`src/pseudo_fault_pkg.sv`:
```
// Constants, field layouts and state types for the pseudo-fault feature bank
// Contract
// Register only in first record with injection model
// 64-bit read-only memory-mapped view, 64-byte stride
// System register view when select index matches
// Bits 63:31 and 27:13 read zero
// Bit 30 flags restart mode; else control zero
// Bit 29 low: node loads error codes
// Bit 29 high: codes untouched, writable when invalid
// Bit 28 selects access or spontaneous detection
// Bit 12 low: misc-valid set only if written
// Bit 12 high: misc-valid copies control bit; the code sets it to one instead whenever the node writes misc syndrome
// Non-node misc fields writable while misc-valid clear
// Misc control reads one if always set
// Bit 11 low: captured address sets address-valid
// Bit 11 high: address kept, valid from control
// Address record writable only while address-valid clear
// Bit 10 high copies poison control bit
// Bit 9 high copies reported control bit
// Critical flag high copies critical control bit
// Injection state entered when countdown hits zero
// Capability bits fixed, writes ignored
package pseudo_fault_pkg;

  // ************************************
  // Register offsets (byte addresses)
  // ************************************
  localparam logic [11:0] FEATURE_BASE_OFF = 12'h800;
  localparam logic [11:0] RECORD_STRIDE    = 12'h040;
  localparam logic [11:0] CONTROL_OFF      = 12'h010;
  localparam logic [11:0] COUNTDOWN_OFF    = 12'h018;
  localparam logic [11:0] STATUS_OFF       = 12'h020;
  localparam logic [11:0] ADDR_REC_OFF     = 12'h028;
  localparam logic [11:0] MISC_REC_OFF     = 12'h030;

  // ************************************
  // Feature and control bit positions
  // ************************************
  localparam int RESTART_BIT  = 30;
  localparam int SYNDROME_BIT = 29;
  localparam int NO_ACC_BIT   = 28;
  localparam int MISC_BIT     = 12;
  localparam int ADDR_BIT     = 11;
  localparam int POISON_BIT   = 10;
  localparam int FLAGGED_BIT  = 9;
  localparam int CRIT_BIT     = 8;
  localparam int CNT_EN_BIT   = 31;

  // ************************************
  // Status record layout
  // ************************************
  localparam int ST_VALID = 0;
  localparam int ST_MV    = 1;
  localparam int ST_AV    = 2;
  localparam int ST_PN    = 3;
  localparam int ST_ER    = 4;
  localparam int ST_CI    = 5;
  localparam int ST_IMPLEMENTATION_ERROR_CODE_LSB = 8;
  localparam int ST_ARCHITECTURAL_ERROR_CODE_LSB = 16;
  localparam logic [63:0] STATUS_FLAG_MASK = 64'h0000_0000_0000_003F;
  localparam logic [63:0] STATUS_CODE_MASK = 64'h0000_0000_00FF_FF00;

  localparam logic [63:0] FEATURE_RSVD_MASK = 64'hFFFF_FFFF_8FFF_E000;
  localparam logic [63:0] RESET_ZERO64      = 64'h0000_0000_0000_0000;
  localparam logic [1:0]  MODEL_ABSENT      = 2'h0;

  typedef enum logic [1:0] {
    INJ_IDLE  = 2'b01,
    INJ_ARMED = 2'b10
  } inj_state_t;

endpackage

```
`src/inject_countdown.sv`:
```
// Injection countdown counter with optional restart reload
`timescale 1ns/10ps
module inject_countdown
  import pseudo_fault_pkg::*;
#(
  parameter int W = 32
)(
  input  wire logic         core_clk_i,
  input  wire logic         sys_rst_i,
  input  wire logic         load_i,
  input  wire logic [W-1:0] load_val_i,
  input  wire logic         run_i,
  input  wire logic         restart_i,
  output logic     [W-1:0]  count_o,
  output logic              hit_o
);

  typedef struct packed {
    logic [W-1:0] count;
    logic [W-1:0] reload;
    logic         hit;
  } cnt_state_t;

  cnt_state_t s_q, s_d;

  always_comb
  begin
    s_d     = s_q;
    s_d.hit = 1'b0;
    if (load_i)
    begin
      s_d.count  = load_val_i;
      s_d.reload = load_val_i;
    end
    else if (run_i && s_q.count != '0)
    begin
      s_d.count = s_q.count - 1'b1;
      if (s_q.count == W'(1))
      begin
        s_d.hit = 1'b1;
        // Restart reloads so injections repeat without software help
        if (restart_i)
          s_d.count = s_q.reload;
      end
    end
  end

  always_ff @(posedge core_clk_i)
  begin
    if (sys_rst_i)
      s_q <= '0;
    else
      s_q <= s_d;
  end

  assign count_o = s_q.count;
  assign hit_o   = s_q.hit;

endmodule

```
`src/pseudo_fault_feature_bank.sv`:
```
// Pseudo-fault feature register and injected-error recording of one node
`timescale 1ns/10ps
module pseudo_fault_feature_bank
  import pseudo_fault_pkg::*;
#(
  parameter int          REC_NUM        = 0,
  parameter logic        FIRST_RECORD   = 1'b1,
  parameter logic [1:0]  INJ_MODEL      = 2'h1,
  parameter logic        CAP_RESTART    = 1'b1,
  parameter logic        CAP_SYNDROME   = 1'b1,
  parameter logic        CAP_NO_ACCESS  = 1'b0,
  parameter logic        CAP_MISC       = 1'b1,
  parameter logic        CAP_ADDR       = 1'b1,
  parameter logic        CAP_POISON     = 1'b1,
  parameter logic        CAP_FLAGGED    = 1'b1,
  parameter logic        CAP_CRIT       = 1'b1,
  parameter logic        MV_ALWAYS      = 1'b0,
  parameter logic        AV_ALWAYS      = 1'b0,
  parameter logic        NODE_ADDR_CAPT = 1'b1,
  parameter logic [63:0] NODE_MISC_MASK = 64'h0000_0000_0000_00FF,
  parameter logic [7:0]  IMPL_IMPLEMENTATION_ERROR_CODE      = 8'h5A,
  parameter logic [7:0]  IMPL_ARCHITECTURAL_ERROR_CODE      = 8'h0C,
  parameter logic        IMPL_PN        = 1'b0,
  parameter logic        IMPL_ER        = 1'b1,
  parameter logic        IMPL_CI        = 1'b0,
  parameter int          CNT_W          = 32,
  parameter int          SEL_W          = 16
)(
  input  wire logic             core_clk_i,
  input  wire logic             sys_rst_i,
  input  wire logic             mm_rd_i,
  input  wire logic             mm_wr_i,
  input  wire logic [11:0]      mm_addr_i,
  input  wire logic [63:0]      mm_wdata_i,
  output logic      [63:0]      mm_rdata_o,
  output logic                  mm_rvalid_o,
  input  wire logic             sysreg_rd_i,
  input  wire logic [SEL_W-1:0] record_select_i,
  output logic      [63:0]      sysreg_rdata_o,
  input  wire logic             comp_access_i,
  input  wire logic [63:0]      fault_addr_i,
  input  wire logic [63:0]      misc_syndrome_i,
  output logic                  inject_state_o,
  output logic                  inject_event_o
);

  // ************************************
  // Fixed feature word
  // ************************************
  localparam logic PRESENT = (INJ_MODEL != MODEL_ABSENT) && FIRST_RECORD;
  localparam logic [11:0] FEAT_OFF = FEATURE_BASE_OFF + 12'(RECORD_STRIDE * REC_NUM);

  logic [63:0] feature_w;
  always_comb
  begin
    feature_w = RESET_ZERO64;
    feature_w[RESTART_BIT]  = CAP_RESTART;
    feature_w[SYNDROME_BIT] = CAP_SYNDROME;
    feature_w[NO_ACC_BIT]   = CAP_NO_ACCESS;
    feature_w[MISC_BIT]     = CAP_MISC;
    feature_w[ADDR_BIT]     = CAP_ADDR;
    feature_w[POISON_BIT]   = CAP_POISON;
    feature_w[FLAGGED_BIT]  = CAP_FLAGGED;
    feature_w[CRIT_BIT]     = CAP_CRIT;
    feature_w = PRESENT ? (feature_w & ~FEATURE_RSVD_MASK) : RESET_ZERO64; // see R01 see R04
  end

  // Control bits that exist are read/write, except always-set misc/address bits which read one; others read zero
  localparam logic [63:0] CTL_RW_MASK =
    (64'(CAP_RESTART) << RESTART_BIT) | (64'(CAP_MISC && !MV_ALWAYS) << MISC_BIT) |
    (64'(CAP_ADDR && !AV_ALWAYS) << ADDR_BIT) | (64'(CAP_POISON) << POISON_BIT) |
    (64'(CAP_FLAGGED) << FLAGGED_BIT) | (64'(CAP_CRIT) << CRIT_BIT) | (64'h1 << CNT_EN_BIT);
  localparam logic [63:0] CTL_RAO_MASK =
    (64'(CAP_MISC && MV_ALWAYS) << MISC_BIT) | (64'(CAP_ADDR && AV_ALWAYS) << ADDR_BIT);

  // ************************************
  // State
  // ************************************
  typedef struct packed {
    inj_state_t  fault_insertion_model;
    logic [63:0] ctl;
    logic [63:0] status;
    logic [63:0] addr_rec;
    logic [63:0] misc_rec;
    logic [63:0] mm_rdata;
    logic        mm_rvalid;
    logic [63:0] sys_rdata;
    logic        event_p;
  } bank_state_t;

  bank_state_t s_q, s_d;

  logic [CNT_W-1:0] count_w;
  logic             hit_w;
  logic             cnt_load_w;
  logic [63:0]      ctl_view_w;
  logic             fire_w;

  assign cnt_load_w = mm_wr_i && mm_addr_i == COUNTDOWN_OFF;
  assign ctl_view_w = (s_q.ctl & CTL_RW_MASK) | CTL_RAO_MASK; // see R05

  inject_countdown #(
    .W          (CNT_W)
  ) u_countdown (
    .core_clk_i (core_clk_i),
    .sys_rst_i  (sys_rst_i),
    .load_i     (cnt_load_w),
    .load_val_i (mm_wdata_i[CNT_W-1:0]),
    .run_i      (s_q.ctl[CNT_EN_BIT]),
    .restart_i  (ctl_view_w[RESTART_BIT]),
    .count_o    (count_w),
    .hit_o      (hit_w)
  );

  // Detection faked spontaneously or on the next component access
  assign fire_w = s_q.fault_insertion_model == INJ_ARMED && (CAP_NO_ACCESS || comp_access_i);

  // ************************************
  // Next-state logic
  // ************************************
  always_comb
  begin
    logic [63:0] st;
    logic        node_misc;
    st        = s_q.status;
    // Node records misc syndrome only when it has some, so MV is not forced
    node_misc = (misc_syndrome_i & NODE_MISC_MASK) != RESET_ZERO64;
    s_d           = s_q;
    s_d.event_p   = 1'b0;
    s_d.mm_rvalid = 1'b0;

    // Software writes; capability word itself takes no write
    if (mm_wr_i)
    begin
      case (mm_addr_i)
        CONTROL_OFF:
          s_d.ctl = mm_wdata_i & CTL_RW_MASK;
        STATUS_OFF:
        begin
          st = st & ~(mm_wdata_i & STATUS_FLAG_MASK);
          if (CAP_SYNDROME && !s_q.status[ST_VALID])
            st = (st & ~STATUS_CODE_MASK) | (mm_wdata_i & STATUS_CODE_MASK);
        end
        ADDR_REC_OFF:
          if (!s_q.status[ST_AV])
            s_d.addr_rec = mm_wdata_i;
        MISC_REC_OFF:
          if (!s_q.status[ST_MV])
            s_d.misc_rec = (s_q.misc_rec & NODE_MISC_MASK) | (mm_wdata_i & ~NODE_MISC_MASK);
        default:
          s_d.ctl = s_q.ctl;
      endcase
    end

    // Injection state machine
    case (s_q.fault_insertion_model)
      INJ_IDLE:
        if (hit_w)
          s_d.fault_insertion_model = INJ_ARMED;
      INJ_ARMED:
        if (fire_w)
          s_d.fault_insertion_model = INJ_IDLE;
      default:
        s_d.fault_insertion_model = INJ_IDLE;
    endcase

    // Recording beats a same-cycle software clear
    if (fire_w)
    begin
      s_d.event_p   = 1'b1;
      st[ST_VALID]  = 1'b1;
      if (!CAP_SYNDROME)
      begin
        st[ST_IMPLEMENTATION_ERROR_CODE_LSB +: 8] = IMPL_IMPLEMENTATION_ERROR_CODE;
        st[ST_ARCHITECTURAL_ERROR_CODE_LSB +: 8] = IMPL_ARCHITECTURAL_ERROR_CODE;
      end
      if (node_misc)
      begin
        s_d.misc_rec = (s_d.misc_rec & ~NODE_MISC_MASK) | (misc_syndrome_i & NODE_MISC_MASK);
        st[ST_MV]    = 1'b1; // see R09
      end
      else if (CAP_MISC)
        st[ST_MV] = ctl_view_w[MISC_BIT];
      if (CAP_ADDR)
        st[ST_AV] = ctl_view_w[ADDR_BIT];
      else if (NODE_ADDR_CAPT)
      begin
        s_d.addr_rec = fault_addr_i;
        st[ST_AV]    = 1'b1;
      end
      st[ST_PN] = CAP_POISON  ? ctl_view_w[POISON_BIT]  : IMPL_PN;
      st[ST_ER] = CAP_FLAGGED ? ctl_view_w[FLAGGED_BIT] : IMPL_ER;
      st[ST_CI] = CAP_CRIT    ? ctl_view_w[CRIT_BIT]    : IMPL_CI;
    end
    s_d.status = st;

    // Read views
    if (mm_rd_i)
    begin
      s_d.mm_rvalid = 1'b1;
      case (mm_addr_i)
        FEAT_OFF:      s_d.mm_rdata = feature_w;
        CONTROL_OFF:   s_d.mm_rdata = ctl_view_w;
        COUNTDOWN_OFF: s_d.mm_rdata = 64'(count_w);
        STATUS_OFF:    s_d.mm_rdata = s_q.status;
        ADDR_REC_OFF:  s_d.mm_rdata = s_q.addr_rec;
        MISC_REC_OFF:  s_d.mm_rdata = s_q.misc_rec;
        default:       s_d.mm_rdata = RESET_ZERO64;
      endcase
    end
    if (sysreg_rd_i)
      s_d.sys_rdata = (record_select_i == SEL_W'(REC_NUM)) ? feature_w : RESET_ZERO64;
  end

  always_ff @(posedge core_clk_i)
  begin
    if (sys_rst_i)
    begin
      s_q     <= '0;
      s_q.fault_insertion_model <= INJ_IDLE;
    end
    else
      s_q <= s_d;
  end

  assign mm_rdata_o     = s_q.mm_rdata;
  assign mm_rvalid_o    = s_q.mm_rvalid;
  assign sysreg_rdata_o = s_q.sys_rdata;
  // One-hot code: bit 1 alone marks the armed state
  assign inject_state_o = s_q.fault_insertion_model[1];
  assign inject_event_o = s_q.event_p;
endmodule

```
`config.mk`:
```
export PLATFORM = sky130hd
export DESIGN_NAME = pseudo_fault_feature_bank
export DESIGN_NICKNAME = d
export VERILOG_FILES = /design/src/pseudo_fault_pkg.sv /design/src/inject_countdown.sv /design/src/pseudo_fault_feature_bank.sv
export SDC_FILE = /design/constraint.sdc
export NUM_CORES = 1
export LEC_CHECK = 0
export BUFFER_PORTS_ARGS = -buffer_cell sky130_fd_sc_hd__buf_2
export CAP_MARGIN = 20
export CORE_MARGIN = 4
export CORE_UTILIZATION = 49
export DETAILED_ROUTE_END_ITERATION = 10
export PLACE_DENSITY = 0.78
export SLEW_MARGIN = 10
export SYNTH_ARGS = -nofsm -noshare
export SYNTH_HDL_FRONTEND = slang
export SYNTH_HIERARCHICAL = 1
export SYNTH_SLANG_ARGS = --single-unit
```
`constraint.sdc`:
```
create_clock -name core_clk_i -period 2.4 [get_ports core_clk_i]
set_input_delay 0 -clock core_clk_i [delete_from_list [all_inputs] [get_ports core_clk_i]]
set_output_delay 0 -clock core_clk_i [all_outputs]
set_load 0.05 [all_outputs]
```
==> impl_metrics.xml, run 1 <==
<?xml version="1.0" encoding="UTF-8"?>
<metrics>
  <group name="run">
    <metric name="drv.max_cap_violation_count" unit="">0</metric>
  </group>
  <group name="synth">
    <metric name="avgSynthCellArea" unit="um2">8.246</metric>
    <metric name="register_bit_total_from_synthesis" unit="">291</metric>
    <metric name="count_of_flip_flops_with_a_built_in_enable_after_synthesis" unit="">0</metric>
    <metric name="post_synth_inst_count" unit="">1754</metric>
    <metric name="synth_area_leaders" unit="">dfxtp_1 (40%), buf_4 (8.3%), a21oi_1 (6.7%)</metric>
    <metric name="synth_top_area_cell" unit="">dfxtp_1</metric>
    <metric name="post-synth-top-count-cell" unit="">dfxtp_1</metric>
    <metric name="yosysWarningCount" unit="">6</metric>
    <metric name="mappedNetlistArea" unit="mm2">0.01446</metric>
    <metric name="synth-seq-area-share" unit="">0.4028</metric>
    <metric name="asyncSetResetFlopFracSynth" unit="">0</metric>
    <metric name="synth_common_cells" unit="">dfxtp_1 (291), nand2_1 (210), a21oi_1 (193)</metric>
    <metric name="synth_flop_cell" unit="">dfxtp_1</metric>
    <metric name="synth.lib_cells_used.distinct" unit="">74</metric>
    <metric name="synthDominantCellAreaShare" unit="">0.4028</metric>
  </group>
  <group name="grt">
    <metric name="grt_pass1_wl" unit="um">69780</metric>
    <metric name="overflow" unit="">0</metric>
    <metric name="track_usage" unit="">0.2577</metric>
    <metric name="first_global_vias" unit="">12880</metric>
    <metric name="antenna_violations_before_repair" unit="">1</metric>
    <metric name="grt_start_max_net_pins" unit="">111</metric>
  </group>
  <group name="finish">
    <metric name="areaGrowthSynthToFinish" unit="%">16.26</metric>
    <metric name="drive_gt1_frac" unit="">0.1927</metric>
    <metric name="postLayoutCellArea" unit="mm2">0.01681</metric>
    <metric name="final_util" unit="">0.5811</metric>
    <metric name="nFillCells" unit="">2496</metric>
    <metric name="nets" unit="">2114</metric>
  </group>
  <group name="worst_setup_path">
    <metric name="worstPathBufferInverterCount" unit="">4</metric>
    <metric name="rr_startpoint" unit="">u_countdown/count_o[0]</metric>
    <metric name="critical-path-top-cell-by-count" unit="">dlygate4sd3_1</metric>
    <metric name="worstPathCellList" unit="">dlygate4sd3_1 &gt; buf_2 &gt; nor4_1 &gt; and4_2 &gt; buf_12 &gt; nand2_1 &gt; a21oi_1 &gt; dlygate4sd3_1</metric>
    <metric name="cp-startpoint" unit="">mm_addr_i[3]</metric>
    <metric name="critical_path.max_fanout" unit="">37</metric>
    <metric name="regToRegSetupSlack" unit="ns">0.09</metric>
    <metric name="crit_required" unit="ns">2.90</metric>
    <metric name="critPathMaxStageDelay" unit="ns">0.65</metric>
    <metric name="endpoint" unit="">s_q[166]</metric>
    <metric name="timing.critical_path.depth" unit="">8</metric>
    <metric name="critical_path_type" unit="">primary input to flop</metric>
    <metric name="worst_r2r_path_depth" unit="">9</metric>
    <metric name="critical_path_arrival" unit="ns">2.84</metric>
    <metric name="start_kind" unit="">primary input</metric>
    <metric name="critical_path.top_delay_family" unit="">buffers and inverters</metric>
    <metric name="worst_path_max_delay_cell" unit="">nor4_1</metric>
    <metric name="regToRegEndpoint" unit="">u_countdown/count_o[24]</metric>
    <metric name="setup.worst_path.end_class" unit="">flop</metric>
  </group>
  <group name="timing">
    <metric name="setup_viol" unit="">0</metric>
    <metric name="max_slew_margin" unit="">0.3125</metric>
    <metric name="timing_hold_violations_final" unit="">0</metric>
    <metric name="min_period" unit="ns">2.339</metric>
    <metric name="skew" unit="ns">0.01505</metric>
    <metric name="final.period_utilization" unit="">0.9746</metric>
    <metric name="fin_worst_hold_slack" unit="ns">0.07588</metric>
    <metric name="max_slew.worst_pin.slew" unit="ns">1.027</metric>
    <metric name="final-max-slew-violation-count" unit="">0</metric>
    <metric name="clock.fmax" unit="MHz">427.5</metric>
    <metric name="grt_setup_unrepaired" unit="">no</metric>
  </group>
  <group name="detailed_routing">
    <metric name="drt_drc_violations_left" unit="">0</metric>
    <metric name="initialDrtViolationCount" unit="">1615</metric>
    <metric name="via_count" unit="">13600</metric>
    <metric name="first_pass_iters" unit="">6</metric>
    <metric name="post_drt_wl_per_cell" unit="um">19.46</metric>
    <metric name="ant_nets" unit="">0</metric>
    <metric name="drt_wl_total" unit="um">44570</metric>
    <metric name="vias_per_cell" unit="">5.938</metric>
  </group>
  <group name="placed_design">
    <metric name="place.detailed.hpwl" unit="um">29510</metric>
    <metric name="placed_cell_area" unit="mm2">0.01488</metric>
    <metric name="io_buffer_count" unit="">179</metric>
    <metric name="finalWeightedCongestion" unit="">0.8954</metric>
  </group>
  <group name="clock_tree">
    <metric name="cts_max_level" unit="">1</metric>
    <metric name="clkLatencyLatePin" unit="ns">0.56</metric>
    <metric name="tritoncts" unit="">done</metric>
    <metric name="cts.sink_count" unit="">291</metric>
    <metric name="worst_setup_hold_path_clk_slew" unit="ns">0.07</metric>
    <metric name="cts_made_buffers" unit="">31</metric>
    <metric name="max-clock-path-buffers" unit="">3</metric>
    <metric name="clock-root-buffer" unit="">clkbuf_16</metric>
    <metric name="postCtsSetupBuffers" unit="">0</metric>
  </group>
  <group name="die">
    <metric name="row_count" unit="">62</metric>
    <metric name="floorplan.die.width" unit="um">179.8</metric>
    <metric name="ios" unit="">357</metric>
    <metric name="initial_util" unit="">0.4998</metric>
    <metric name="die_height" unit="um">179.8</metric>
    <metric name="core_region_area" unit="mm2">0.02894</metric>
    <metric name="floorplan.die_area" unit="mm2">0.03233</metric>
  </group>
  <group name="outcome">
    <metric name="status" unit="">finished clean</metric>
  </group>
  <group name="min_path">
    <metric name="worstHoldPathCells" unit="">4</metric>
    <metric name="hold_start" unit="">mm_addr_i[4]</metric>
    <metric name="worstHoldPathType" unit="">primary input to flop</metric>
  </group>
  <group name="power">
    <metric name="p_leak" unit="uW">0.006291</metric>
    <metric name="power.density" unit="mW/mm2">620.5</metric>
    <metric name="peakVddDrop" unit="V">0.0004820</metric>
  </group>
</metrics>
## report_power, final
part / internal [uW] / switching (uW)
clock: 2940 / 1920
combinational: 216 / 524
sequential: 4830 / 1.15
total: 7980 / 2450
## worst min-delay path by stage
| stage | to | slack (ns) |
|---|---|---|
| after floorplan | mm_rvalid_o | 0.09 |
| after global placement | s_q[186] | 0.25 |
| after detailed placement | s_q[133] | 0.26 |
| after CTS | mm_rdata_o[12] | 0.05 |
| after global routing | mm_rdata_o[11] | 0.1 |
| final | mm_rdata_o[11] | 0.08 |
## worst reg2reg max path: cells and delay by family, from the launching register on
kind / cells / cell delay, ns
buffers and inverters: 2 / 0.35
AOI/OAI and AO/OA: 1 / 0.27
and+or+nand+nor: 4 / 0.83
DFF: 1 / 0.42
adders and majority gates: 1 / 0.20
xor gates and xnor gates: 1 / 0.15
## stage by stage
stage	total power (uW)	cells	setup WS (ns)	setup TNS, ns
finish	10430	2290	0.06096	0
CTS	10460	2289	0.06302	0
detailed placement	5562	2150	-0.0009999	-0.0009999
floorplan	5409	1810	0.0006422	0
global placement	5557	2150	0.01939	0
global route	10720	2290	0.01187	0
## cells by family (layout without fill, tap and decap cells)
family                   count (synthesis)  count (layout)  synth area share
multiplexers                            53              53           0.03711
buffers and inverters                  329             424            0.1398
AO/OA/AOI/OAI                          517             517            0.2156
AND/OR/NAND/NOR                        534             534            0.1861
flip-flops                             291             291            0.4028
other                                    1              58         0.0002593
XOR/XNOR                                26              26           0.01575
adder cells (fa/ha/maj)                  3               3          0.002596
## per-layer routing
layer / part of all wire / global-route usage
met3: 0.095 / 0.04446
met5: 0 / 0
met4: 0.037 / 0.09265
met2: 0.47 / 0.4130
met1: 0.40 / 0.3513
## registers in the layout (all words and copies together), names as in the netlist
register	flops
inject_event_o	1
inject_state_o	1
mm_rvalid_o	1
u_countdown/s_q	32
u_countdown/count_o	32
ctl_view_w	7
s_q	151
sysreg_rdata_o	1
mm_rdata_o	64
u_countdown/hit_o	1
## final cells by class
type,count,area (um2),share of cell area
Antenna cell,1,2.502,0.0001488
Timing Repair Buffer,345,2467,0.1467
Multi-Input combinational cell,1190,6889,0.4097
Clock buffer,47,955.9,0.05685
Sequential cell,291,5829,0.3467
Inverter,26,97.59,0.005804
Clock inverter,6,92.59,0.005506
Tap cell,384,480.5,0.02857
## cells in the final DEF, fill, tap and decap left out, drive strengths merged, types with 57 or more instances in the layout
master | Yosys | final
dlygate4sd3 | 0 | 86
a22oi | 59 | 59
nor2 | 84 | 84
buf | 222 | 259
dfxtp | 291 | 291
o21ai | 163 | 163
a21oi | 193 | 193
nand3 | 89 | 89
conb | 1 | 57
nand2 | 210 | 210
## what timing repair did
action,in CTS,in global routing
hold endpoints to repair,239,0
setup endpoints to repair,9,13
hold buffers,86,0
resized for setup,1,3
pin swaps,1,3
Power figures use the tool's default switching activity.
==> run 2, diff against run 1 <==
- RECOVER_POWER: not set -> 25
==> run 2 against run 1 <==
  * Via count increased by 0.13%
  * Critical endpoint unchanged
  * Global-route usage unchanged
  * Sequential share of layout area is 0.22 points higher
  * Critical path type unchanged
  * Clock skew decreased by 0.0021 ns
  * Wire length is 0.34% higher
==> impl_metrics.xml, run 2 (same netlist as run 1, synthesis figures left out) <==
<?xml version="1.0" encoding="UTF-8"?>
<metrics>
  <group name="die">
    <metric name="die_height" unit="um">179.8</metric>
    <metric name="initial_util" unit="">0.4998</metric>
    <metric name="ios" unit="">357</metric>
    <metric name="floorplan.die_area" unit="mm2">0.03233</metric>
    <metric name="row_count" unit="">62</metric>
    <metric name="floorplan.die.width" unit="um">179.8</metric>
    <metric name="core_region_area" unit="mm2">0.02894</metric>
  </group>
  <group name="detailed_routing">
    <metric name="drt_wl_total" unit="um">44730</metric>
    <metric name="drt_drc_violations_left" unit="">0</metric>
    <metric name="ant_nets" unit="">0</metric>
    <metric name="via_count" unit="">13610</metric>
    <metric name="post_drt_wl_per_cell" unit="um">19.53</metric>
    <metric name="initialDrtViolationCount" unit="">1728</metric>
    <metric name="vias_per_cell" unit="">5.945</metric>
    <metric name="first_pass_iters" unit="">6</metric>
  </group>
  <group name="worst_setup_path">
    <metric name="regToRegSetupSlack" unit="ns">0.10</metric>
    <metric name="regToRegEndpoint" unit="">u_countdown/count_o[11]</metric>
    <metric name="critical_path_type" unit="">primary input to flop</metric>
    <metric name="critical_path.max_fanout" unit="">37</metric>
    <metric name="worst_r2r_path_depth" unit="">7</metric>
    <metric name="start_kind" unit="">primary input</metric>
    <metric name="critical_path_arrival" unit="ns">2.82</metric>
    <metric name="setup.worst_path.end_class" unit="">flop</metric>
    <metric name="crit_required" unit="ns">2.89</metric>
    <metric name="cp-startpoint" unit="">mm_addr_i[3]</metric>
    <metric name="rr_startpoint" unit="">u_countdown/count_o[16]</metric>
  </group>
  <group name="timing">
    <metric name="setup_viol" unit="">0</metric>
    <metric name="max_slew_margin" unit="">0.1351</metric>
    <metric name="final.period_utilization" unit="">0.9704</metric>
    <metric name="fin_worst_hold_slack" unit="ns">0.08047</metric>
    <metric name="grt_setup_unrepaired" unit="">no</metric>
    <metric name="min_period" unit="ns">2.329</metric>
    <metric name="final-max-slew-violation-count" unit="">0</metric>
    <metric name="clock.fmax" unit="MHz">429.4</metric>
    <metric name="max_slew.worst_pin.slew" unit="ns">1.297</metric>
    <metric name="timing_hold_violations_final" unit="">0</metric>
    <metric name="setup_ws" unit="ns">0.07105</metric>
    <metric name="skew" unit="ns">0.01291</metric>
  </group>
  <group name="grt">
    <metric name="first_global_vias" unit="">12880</metric>
    <metric name="grt_start_max_net_pins" unit="">111</metric>
    <metric name="overflow" unit="">0</metric>
    <metric name="grt_pass1_wl" unit="um">69780</metric>
    <metric name="track_usage" unit="">0.2577</metric>
    <metric name="antenna_violations_before_repair" unit="">1</metric>
  </group>
  <group name="finish">
    <metric name="areaGrowthSynthToFinish" unit="%">15.54</metric>
    <metric name="largest-register" unit="">s_q</metric>
    <metric name="layout_commonest_cell" unit="">dfxtp_1</metric>
    <metric name="largest_register_ffs" unit="">151</metric>
    <metric name="nets" unit="">2114</metric>
    <metric name="most-common-layout-cells" unit="">dfxtp_1 (288), nand2_1 (210), a21oi_1 (193), buf_2 (104), o21ai_1 (92)</metric>
    <metric name="postLayoutCellArea" unit="mm2">0.01671</metric>
    <metric name="nFillCells" unit="">2558</metric>
    <metric name="drive_gt1_frac" unit="">0.1538</metric>
    <metric name="finish.cell_count_without_fillers" unit="">2290</metric>
  </group>
  <group name="min_path">
    <metric name="hold_start" unit="">mm_addr_i[4]</metric>
    <metric name="worstHoldPathType" unit="">primary input to flop</metric>
    <metric name="worstHoldPathCells" unit="">4</metric>
    <metric name="min_delay_worst_endpoint" unit="">mm_rdata_o[11]</metric>
  </group>
  <group name="power">
    <metric name="peakVddDrop" unit="V">0.0004864</metric>
    <metric name="p_leak" unit="uW">0.005960</metric>
    <metric name="power.density" unit="mW/mm2">624.4</metric>
  </group>
  <group name="outcome">
    <metric name="status" unit="">finished clean</metric>
  </group>
  <group name="placed_design">
    <metric name="dp_worst_setup_slack" unit="ns">-0.0009999</metric>
    <metric name="placed_cell_area" unit="mm2">0.01488</metric>
    <metric name="place.detailed.hpwl" unit="um">29510</metric>
    <metric name="io_buffer_count" unit="">179</metric>
    <metric name="dp_cells" unit="">2150</metric>
    <metric name="finalWeightedCongestion" unit="">0.8954</metric>
  </group>
  <group name="run">
    <metric name="drv.max_cap_violation_count" unit="">0</metric>
  </group>
  <group name="clock_tree">
    <metric name="max-clock-path-buffers" unit="">3</metric>
    <metric name="tritoncts" unit="">done</metric>
    <metric name="clkLatencyLatePin" unit="ns">0.56</metric>
    <metric name="cts_max_level" unit="">1</metric>
    <metric name="worst_setup_hold_path_clk_slew" unit="ns">0.07</metric>
    <metric name="clock-root-buffer" unit="">clkbuf_16</metric>
    <metric name="cts_made_buffers" unit="">31</metric>
    <metric name="cts.sink_count" unit="">291</metric>
    <metric name="postCtsSetupBuffers" unit="">0</metric>
  </group>
</metrics>
-- run 2: cell types whose count changed in the layout (fill, tap and decap cells not counted) --
cell	change
buf_12	-1
clkbuf_1	+74
clkbuf_4	+1
buf_2	-74
-- run 2: worst max-delay path, cell delays in order --
cell and delay (ns):
dlygate4sd3_1 0.53, buf_2 0.16, nor4_1 0.62, and4_2 0.40, buf_12 0.22, nand2_1 0.09, a21oi_1 0.16, dlygate4sd3_1 0.61
-- run 2: area by class of cell --
cell class,count,area (um2),area share
Tap cell,384,480.5,0.02875
Multi-Input combinational cell,1190,6889,0.4123
Sequential cell,291,5829,0.3489
Inverter,26,97.59,0.005841
Clock inverter,6,92.59,0.005541
Timing Repair Buffer,345,2362,0.1414
Clock buffer,47,955.9,0.05721
Antenna cell,1,2.502,0.0001498
-- run 2: worst max path at each step --
stage,endpoint,slack (ns),cells past startpoint
floorplan,u_countdown/count_o[3],0.0006,8
global placement,u_countdown/count_o[4],0.02,6
detailed placement,u_countdown/count_o[8],-0.001,6
CTS,u_countdown/count_o[0],0.06,6
global route,u_countdown/count_o[23],0.01,9
finish,s_q[166],0.07,8
-- run 2: stage by stage --
step / setup TNS, ns / util / total power [uW]
after floorplan: 0 / - / 5409
after global placement: 0 / 0.5144 / 5557
after detailed placement: -0.0009999 / 0.5144 / 5562
after CTS: 0 / 0.5805 / 10460
after global routing: 0 / 0.5775 / 10720
final: 0 / 0.5775 / 10430
-- run 2: what timing repair did --
action / CTS / global route
pin swaps: 1 / 3
hold endpoints to repair: 239 / 0
endpoints found under the setup margin: 9 / 13
resized for setup: 1 / 3
hold buffers: 86 / 0
-- run 2: power breakdown --
group	internal (uW)	switching, uW	leakage, uW
Clock	2930	1930	0.000516
Sequential	4830	1.21	0.00234
Combinational	213	524	0.00310
-- run 2: layer usage --
layer | GRT usage | wire, um | up-vias
met5 | 0 | 0 | -
met2 | 0.4130 | 20710 | 747
met4 | 0.09265 | 1631 | 0
met1 | 0.3513 | 18010 | 6482
li1 | - | - | 6280
met3 | 0.04446 | 4373 | 105
